--- src/rtl/pairable_timers_params.svh ---
// Offsets, field positions, reset values and prescale counts of the timer block
`ifndef PAIRABLE_TIMERS_PARAMS_SVH
`define PAIRABLE_TIMERS_PARAMS_SVH

`define TMR_COUNT 9
`define ADR_W 8

// Per-timer window: timer n (0 = standalone, 1..8 = paired) at n*0x10
`define OFS_CTRL 4'h0
`define OFS_COUNT 4'h4
`define OFS_PERIOD 4'h8
`define OFS_IRQ_FLAG 8'h90
`define OFS_IRQ_EN 8'h94
`define OFS_IRQ_PRIO 8'h98

// Control field positions
`define BIT_RUN 15
`define BIT_IDLE_STOP 13
`define BIT_GATE 6
`define BIT_PS_HI 5
`define BIT_PS_LO 4
`define BIT_PAIR 3
`define BIT_SYNC 2
`define BIT_CLKSRC 1

// Implemented control bits per timer kind
`define CTRL_MASK_SOLO 16'hA076
`define CTRL_MASK_EVEN 16'hA07A
`define CTRL_MASK_ODD 16'hA072

// Reset values
`define CTRL_RESET 16'h0000
`define COUNT_RESET 16'h0000
`define PERIOD_RESET 16'hFFFF

// Prescaler terminal counts (divide ratio minus one)
`define PS_TERM_1 8'h00
`define PS_TERM_8 8'h07
`define PS_TERM_64 8'h3F
`define PS_TERM_256 8'hFF

`endif

--- src/rtl/pairable_timers_pkg.sv ---
// Types shared by the pairable timer block
package pairable_timers_pkg;

  typedef logic [15:0] word16_t;

  typedef enum logic [1:0] {
    PS_DIV1,
    PS_DIV8,
    PS_DIV64,
    PS_DIV256
  } prescale_t;

  typedef logic [7:0] prescale_cnt_t;

endpackage : pairable_timers_pkg

--- src/rtl/pairable_interval_timers.sv ---
// Standalone timer plus eight pairable 16/32-bit timers behind a Wishbone slave
// How it works
// Standalone 16-bit timer, sync or async counter
// Standalone irq on period match or gate fall
// Run bit 15 starts and stops counting
// Idle-stop bit 13 halts timer in Idle
// Gate bit 6 only with internal clock
// Prescale bits 5-4: 1, 8, 64, 256
// Sync bit 2 syncs external clock, standalone
// Clock source bit 1 selects external pin
// Unimplemented standalone control bits read zero
// Pairs: two 16-bit or one 32-bit
// Even timer low word, odd high word
// Pair mode uses only even timer's controls
// Pair irq appears on odd timer flag
// Odd period high, even period low half
// Count pair readable, odd holds high word
// Pair irq when 32-bit count matches period
// Software sets pair bit first, run last
// Software clears pair bit, run last
// Only timers two/three give time base
// Pairs 2/3 and 4/5 trigger converters
// Timers may run in Idle and Sleep; in Sleep only the async standalone counter runs
// Even control bit 3 joins the pair
// Software clears idle-stop for idle pairs
// Match resets count next tick, sets flag
// Gated: count only while gate high
`timescale 1ns/1ns
`default_nettype none
`include "pairable_timers_params.svh"

module pairable_interval_timers
  import pairable_timers_pkg::*;
#(
  parameter int NUM_TIMERS = `TMR_COUNT
)
(
  // Clock and reset
  input wire logic clk_i,
  input wire logic rst_i,
  // Wishbone slave
  input wire logic cyc_i,
  input wire logic stb_i,
  input wire logic we_i,
  input wire logic [`ADR_W-1:0] adr_i,
  input wire logic [3:0] sel_i,
  input wire logic [31:0] dat_i,
  output logic [31:0] dat_o,
  output logic ack_o,
  // Device power state
  input wire logic idle_i,
  input wire logic sleep_i,
  // External count / gate pins, one per timer
  input wire logic [NUM_TIMERS-1:0] external_count_pin_i,
  // Interrupt requests and priorities
  output logic [NUM_TIMERS-1:0] timer_irq_o,
  output logic [3*NUM_TIMERS-1:0] timer_irq_priority_o,
  // Capture/compare time base and converter triggers
  output pairable_timers_pkg::word16_t timebase_a_o,
  output pairable_timers_pkg::word16_t timebase_b_o,
  output logic conv1_trigger_o,
  output logic conv2_trigger_o
);

  import pairable_timers_pkg::*;

  localparam int N = NUM_TIMERS;

  word16_t ctrl_ff [N];
  word16_t cnt_ff [N];
  word16_t per_ff [N];
  prescale_cnt_t pre_ff [N];
  prescale_cnt_t nxt_pre [N];
  word16_t nxt_cnt [N];
  logic [N-1:0] flag_ff;
  logic [N-1:0] irq_en_ff;
  logic [3*N-1:0] irq_prio_ff;
  logic [N-1:0] set_flag;
  logic [N-1:0] tick;
  logic [N-1:0] match16;
  logic [N-1:0] gate_fall;
  logic ack_ff;
  logic [31:0] dat_ff;
  logic conv1_ff;
  logic conv2_ff;
  logic nxt_conv1;
  logic nxt_conv2;

  // Pin synchronisers: three stages, level moves only when stages 2 and 3 agree
  logic [N-1:0] pin_s1_ff;
  logic [N-1:0] pin_s2_ff;
  logic [N-1:0] pin_s3_ff;
  logic [N-1:0] pin_lvl_ff;
  logic [N-1:0] pin_prev_ff;
  logic [N-1:0] pin_rise;
  logic [N-1:0] pin_fall;

  always_ff @(posedge clk_i)
  begin
    if (rst_i)
    begin
      pin_s1_ff <= '0;
      pin_s2_ff <= '0;
      pin_s3_ff <= '0;
      pin_lvl_ff <= '0;
      pin_prev_ff <= '0;
    end
    else
    begin
      pin_s1_ff <= external_count_pin_i;
      pin_s2_ff <= pin_s1_ff;
      pin_s3_ff <= pin_s2_ff;
      pin_lvl_ff <= (pin_s2_ff & pin_s3_ff) | (pin_lvl_ff & (pin_s2_ff | pin_s3_ff));
      pin_prev_ff <= pin_lvl_ff;
    end
  end

  // Rising edge of the pin counts in external mode
  assign pin_rise = pin_lvl_ff & ~pin_prev_ff;
  assign pin_fall = ~pin_lvl_ff & pin_prev_ff;

  // Wishbone decode
  logic req;
  logic wr_en;
  logic [3:0] tmr_sel;
  logic [3:0] reg_sel;
  word16_t wmask;

  assign req = cyc_i & stb_i;
  assign wr_en = req & we_i & ack_ff;
  assign tmr_sel = adr_i[7:4];
  assign reg_sel = adr_i[3:0];
  assign wmask = {{8{sel_i[1]}}, {8{sel_i[0]}}};

  function automatic word16_t ctrl_mask(input int idx);
    if (idx == 0)
      ctrl_mask = `CTRL_MASK_SOLO;
    else if (idx % 2 == 1)
      ctrl_mask = `CTRL_MASK_EVEN;
    else
      ctrl_mask = `CTRL_MASK_ODD;
  endfunction : ctrl_mask

  function automatic prescale_cnt_t ps_term(input logic [1:0] code);
    case (prescale_t'(code))
      PS_DIV1: ps_term = `PS_TERM_1;
      PS_DIV8: ps_term = `PS_TERM_8;
      PS_DIV64: ps_term = `PS_TERM_64;
      PS_DIV256: ps_term = `PS_TERM_256;
      default: ps_term = `PS_TERM_1;
    endcase
  endfunction : ps_term

  function automatic word16_t merge(input word16_t old, input word16_t wm, input word16_t nw);
    merge = (old & ~wm) | (nw & wm);
  endfunction : merge

  // Upper half of a joined pair takes every control from its even partner
  function automatic int src_of(input int idx, input logic pair_bit);
    if (idx >= 2 && idx % 2 == 0 && pair_bit)
      src_of = idx - 1;
    else
      src_of = idx;
  endfunction : src_of

  // Tick generation per timer
  always_comb
  begin
    int s;
    word16_t c;
    logic ext;
    logic async_mode;
    logic run;
    logic gated;
    logic edge_ok;
    s = 0;
    c = '0;
    ext = 1'b0;
    async_mode = 1'b0;
    run = 1'b0;
    gated = 1'b0;
    edge_ok = 1'b0;
    for (int i = 0; i < N; i++)
    begin
      s = (i >= 2) ? src_of(i, ctrl_ff[i-1][`BIT_PAIR]) : i;
      c = ctrl_ff[s];
      ext = c[`BIT_CLKSRC];
      // Unsynchronised counting exists only on the standalone timer
      async_mode = (s == 0) & ext & ~c[`BIT_SYNC];
      // Instruction clock is gone in Sleep; only the async counter keeps going
      run = c[`BIT_RUN] & ~(idle_i & c[`BIT_IDLE_STOP]) & ~(sleep_i & ~async_mode);
      gated = ~ext & c[`BIT_GATE];
      edge_ok = ext ? pin_rise[s] : (gated ? pin_lvl_ff[s] : 1'b1);
      gate_fall[i] = run & gated & pin_fall[s];
      tick[i] = 1'b0;
      nxt_pre[i] = pre_ff[i];
      if (!run)
        nxt_pre[i] = '0;
      else if (edge_ok)
      begin
        if (pre_ff[i] == ps_term(c[`BIT_PS_HI:`BIT_PS_LO]))
        begin
          nxt_pre[i] = '0;
          tick[i] = 1'b1;
        end
        else
          nxt_pre[i] = pre_ff[i] + 8'h01;
      end
    end
  end

  // Count and flag updates, 16-bit first, then joined pairs override
  logic [N/2-1:0] pair_evt;
  always_comb
  begin
    int lo;
    int hi;
    logic [31:0] cnt32;
    logic [31:0] per32;
    lo = 0;
    hi = 0;
    cnt32 = '0;
    per32 = '0;
    pair_evt = '0;
    for (int i = 0; i < N; i++)
    begin
      match16[i] = (cnt_ff[i] == per_ff[i]);
      nxt_cnt[i] = cnt_ff[i];
      set_flag[i] = gate_fall[i];
      if (tick[i])
      begin
        if (match16[i])
        begin
          nxt_cnt[i] = '0;
          set_flag[i] = 1'b1;
        end
        else
          nxt_cnt[i] = cnt_ff[i] + 16'h0001;
      end
    end
    for (int p = 0; p < N / 2; p++)
    begin
      lo = 2 * p + 1;
      hi = 2 * p + 2;
      pair_evt[p] = tick[lo] & match16[lo];
      if (ctrl_ff[lo][`BIT_PAIR])
      begin
        cnt32 = {cnt_ff[hi], cnt_ff[lo]};
        per32 = {per_ff[hi], per_ff[lo]};
        pair_evt[p] = tick[lo] & (cnt32 == per32);
        nxt_cnt[lo] = cnt_ff[lo];
        nxt_cnt[hi] = cnt_ff[hi];
        if (tick[lo])
        begin
          if (cnt32 == per32)
          begin
            nxt_cnt[lo] = '0;
            nxt_cnt[hi] = '0;
          end
          else
          begin
            cnt32 = cnt32 + 32'h0000_0001;
            nxt_cnt[lo] = cnt32[15:0];
            nxt_cnt[hi] = cnt32[31:16];
          end
        end
        set_flag[lo] = 1'b0;
        set_flag[hi] = pair_evt[p] | gate_fall[lo];
      end
    end
  end

  // Converter triggers from the first two pairs only
  assign nxt_conv1 = pair_evt[0];
  assign nxt_conv2 = pair_evt[1];

  // Timer registers
  always_ff @(posedge clk_i)
  begin
    for (int i = 0; i < N; i++)
    begin
      if (rst_i)
      begin
        ctrl_ff[i] <= `CTRL_RESET;
        cnt_ff[i] <= `COUNT_RESET;
        per_ff[i] <= `PERIOD_RESET;
        pre_ff[i] <= '0;
      end
      else
      begin
        pre_ff[i] <= nxt_pre[i];
        if (wr_en && tmr_sel == 4'(i) && reg_sel == `OFS_CTRL)
          ctrl_ff[i] <= merge(ctrl_ff[i], wmask, dat_i[15:0]) & ctrl_mask(i);
        if (wr_en && tmr_sel == 4'(i) && reg_sel == `OFS_PERIOD)
          per_ff[i] <= merge(per_ff[i], wmask, dat_i[15:0]);
        // A software write wins over a tick in the same cycle
        if (wr_en && tmr_sel == 4'(i) && reg_sel == `OFS_COUNT)
          cnt_ff[i] <= merge(cnt_ff[i], wmask, dat_i[15:0]);
        else
          cnt_ff[i] <= nxt_cnt[i];
      end
    end
  end

  // Interrupt flags: write one to clear, a same-cycle set wins
  always_ff @(posedge clk_i)
  begin
    if (rst_i)
      flag_ff <= '0;
    else if (wr_en && adr_i == `OFS_IRQ_FLAG)
      flag_ff <= (flag_ff & ~(dat_i[N-1:0] & {{(N-8){sel_i[1]}}, {8{sel_i[0]}}})) | set_flag;
    else
      flag_ff <= flag_ff | set_flag;
  end

  always_ff @(posedge clk_i)
  begin
    if (rst_i)
    begin
      irq_en_ff <= '0;
      irq_prio_ff <= '0;
    end
    else
    begin
      if (wr_en && adr_i == `OFS_IRQ_EN)
        irq_en_ff <= dat_i[N-1:0];
      if (wr_en && adr_i == `OFS_IRQ_PRIO)
        irq_prio_ff <= dat_i[3*N-1:0];
    end
  end

  // Bus answer: ack one cycle after the request, read data alongside
  always_ff @(posedge clk_i)
  begin
    if (rst_i)
    begin
      ack_ff <= 1'b0;
      dat_ff <= '0;
    end
    else
    begin
      ack_ff <= req & ~ack_ff;
      if (req && !ack_ff)
      begin
        dat_ff <= '0;
        if (tmr_sel < 4'(N))
        begin
          case (reg_sel)
            `OFS_CTRL: dat_ff <= {16'h0000, ctrl_ff[tmr_sel] & ctrl_mask(int'(tmr_sel))};
            `OFS_COUNT: dat_ff <= {16'h0000, cnt_ff[tmr_sel]};
            `OFS_PERIOD: dat_ff <= {16'h0000, per_ff[tmr_sel]};
            default: dat_ff <= '0;
          endcase
        end
        else if (adr_i == `OFS_IRQ_FLAG)
          dat_ff <= 32'(flag_ff);
        else if (adr_i == `OFS_IRQ_EN)
          dat_ff <= 32'(irq_en_ff);
        else if (adr_i == `OFS_IRQ_PRIO)
          dat_ff <= 32'(irq_prio_ff);
      end
    end
  end

  always_ff @(posedge clk_i)
  begin
    if (rst_i)
    begin
      conv1_ff <= 1'b0;
      conv2_ff <= 1'b0;
    end
    else
    begin
      conv1_ff <= nxt_conv1;
      conv2_ff <= nxt_conv2;
    end
  end

  assign ack_o = ack_ff;
  assign dat_o = dat_ff;
  assign timer_irq_o = flag_ff & irq_en_ff;
  assign timer_irq_priority_o = irq_prio_ff;
  assign timebase_a_o = cnt_ff[1];
  assign timebase_b_o = cnt_ff[2];
  assign conv1_trigger_o = conv1_ff;
  assign conv2_trigger_o = conv2_ff;

endmodule : pairable_interval_timers
`default_nettype wire

--- config.mk ---
export PLATFORM = sky130hd
export DESIGN_NAME = pairable_interval_timers
export DESIGN_NICKNAME = d
export VERILOG_FILES = /design/src/rtl/pairable_timers_pkg.sv /design/src/rtl/pairable_interval_timers.sv
export VERILOG_INCLUDE_DIRS = /design/src /design/src/rtl
export SDC_FILE = /design/constraint.sdc
export NUM_CORES = 2
export LEC_CHECK = 0
export BUFFER_PORTS_ARGS = -buffer_cell sky130_fd_sc_hd__buf_2
export CORE_ASPECT_RATIO = 1.5
export CORE_MARGIN = 3
export CORE_UTILIZATION = 25
export CTS_CLUSTER_SIZE = 20
export DETAILED_ROUTE_END_ITERATION = 12
export PLACE_DENSITY_LB_ADDON = 0.15
export SYNTH_ARGS = -nofsm -noshare
export SYNTH_HDL_FRONTEND = slang
export SYNTH_SLANG_ARGS = --single-unit
--- constraint.sdc ---
create_clock -name clk_i -period 2.9 [get_ports clk_i]
set_input_delay 0 -clock clk_i [delete_from_list [all_inputs] [get_ports clk_i]]
set_output_delay 0 -clock clk_i [all_outputs]
set_load 0.05 [all_outputs]
==> metrics <==
core area 127000 µm²; worst r2r src cnt_ff[3][0]; final wirelength 160000 µm; final setup fails 0; largest net degree at the start of global routing 119; final cell count without fillers 5529; clk sinks 539; # port buffers 150; RSZ-0062 raised after global routing true; WL/cell 28.9 µm; Pwr Density 496 nW/µm²; clock transition at the registers of the reported paths 70 ps; outcome completed; prevailing post-synth register cell edfxtp_1; Final Core Density 0.310; Rows 160; Hold Crit Class input pin to flip-flop; CTS Buffer Depth 3; GRT Total Usage 0.233; number of buffers created by CTS 58; Detailed Route Iter0 Violations 2920; FF-to-FF setup slack 110 ps; Syn Inst Count 3385; maximum vdd ir drop 431 µV; setup TNS 0 ps; H-tree Lvls 2; Req. time, crit path 3310 ps; Final Wtd Congestion 0.937; yosys warns 0; HPWL after DPL 121000 µm; Yosys reg bits 539; commonest non-fill, non-tap cells in the layout nand2_1, buf_4, edfxtp_1; CP Buf/Inv Count 0; Final Cycle Share 0.963; Final Power 19.5 mW; Initial Utilization 0.252; share of the yosys chip area belonging to registers 0.446; vias in the first global route 28800; Area Growth Syn to Fin 22.8%; CTS tree built; r2r worst-path depth 8; worst-skew pair later-pin latency 690 ps; antenna violations before repair 11; LEAKAGE 13.7 nW; DP Worst Slack -96.8 ps; num ports 163; async set-reset flop share out of synthesis 0; endpoints failing hold 0; vias 29800; Clock Skews 32.6 ps; synthesized cell area 32000 µm²; placed cells 5373; Die W 298 µm; CP max-delay cell or4_4; Crit. Startpoint cnt_ff[3][0]; crit path DAT 3200 ps; Final min period 2790 ps; CP Class flip-flop to flip-flop; fmax 358 MHz; crit end category flip-flop; crit path launch type flip-flop; Vias/cell 5.40; relative slew slack 0.343; worst path cell trace ha_1 > nand4_1 > or4_4 > nor3_4 > nor2_1 > nand2_1 > nand3_1 > a311o_1; drt pass-1 iters 5; first-pass GRT wire length 223000 µm; Top delay family on crit path simple AND/OR/NAND/NOR gates; Final Net Count 3852; commonest non-fill, non-tap cell in the layout nand2_1; worst-path fanout max 5; crit-path max cell delay 610 ps; Final Worst Setup Slack 108 ps; root buf cell clkbuf_16; worst slew pin tran 978 ps; number of flops mapped to enable cells by yosys 347; gr ovfl total 0; layout cell share with drive strength beyond 1 0.198; Levels on crit path 8; Final ANT Viol Nets 0; post-synthesis cell type count 102; die height 444 µm; syn avg cell area 9.45 µm²; Min-Delay Path Depth 2; Hold Crit Start dat_i[2]; Pins Over Slew Limit 0; Setup Buffers After CTS 0; Max-Cap Viols 0; die area 132000 µm²; DRC Markers 0
## cell usage after synthesis, drive strengths merged (36+ instances only)
cell / number / area [µm²]
dfxtp: 192 / 3840
nand3: 238 / 1210
inv: 49 / 184
xnor2: 174 / 1520
o21ai: 185 / 930
buf: 71 / 420
edfxtp: 347 / 10400
nand2: 551 / 2080
a21oi: 224 / 1120
a21boi: 41 / 308
nor2: 216 / 836
mux4: 77 / 1740
xor2: 48 / 420
and3: 64 / 407
clkbuf: 164 / 696
o22ai: 36 / 225
mux2i: 54 / 541
nor3: 63 / 337
nand4: 82 / 528
nor2b: 54 / 338
a221o: 45 / 452
## final cells by class
class	count	area (µm²)
Antenna cell	4	10.0
Clock buffer	83	1720
Clock inverter	27	285
Fill cell	13300	87600
Inverter	49	189
Multi-Input combinational cell	2566	16500
Sequential cell	539	14300
Tap cell	1701	2130
Timing Repair Buffer	560	4170
## report_power, final
| group | total [mW] | switching (mW) | internal, mW |
|---|---|---|---|
| Sequential | 8.64 | 0.269 | 8.37 |
| Clock | 8.15 | 3.57 | 4.58 |
| Combinational | 2.71 | 1.77 | 0.941 |
| Total | 19.5 | 5.61 | 13.9 |
## cell families after synthesis
group	share of synthesized area
compound gates	0.154
buf+inv	0.0406
mux	0.0744
xor+xnor	0.0608
flops	0.446
fa+ha+maj	0.00704
simple gates	0.217
other cells	0.000117
## routing by layer
metal	GRT usage	vias up	wire length, µm
met5	0	-	38
met4	0.161	6	12600
met3	0.0299	378	9110
met2	0.403	1250	78100
met1	0.267	14800	59800
li1	-	13400	-
## through the flow
stage	cell area, µm²	hold WS (ps)
6_report	39300	58.7
5_1_grt	39300	12.7
4_1_cts	39200	9.29
3_5_place_dp	36800	218
3_3_place_gp	36800	210
2_1_floorplan	32000	128
## timing repair
action,in CTS,in global routing
hold buffers,42,0
endpoints found under the setup margin,17,22
hold endpoints to repair,135,0
gates resized for setup,2,6
## sequential cells by signal, summed over array words and instances, names as in the netlist, 27 cells and up
signal                count
ctrl_ff                  59
timer_irq_priority_o     27
dat_o                    27
pre_ff                   72
cnt_ff                  144
per_ff                  144
## final timing paths
check             endpoint
max          cnt_ff[4][10]
min           cnt_ff[1][2]
max reg2reg  cnt_ff[4][10]
min reg2reg   pin_s2_ff[1]
(Power assumes the default switching activity.)
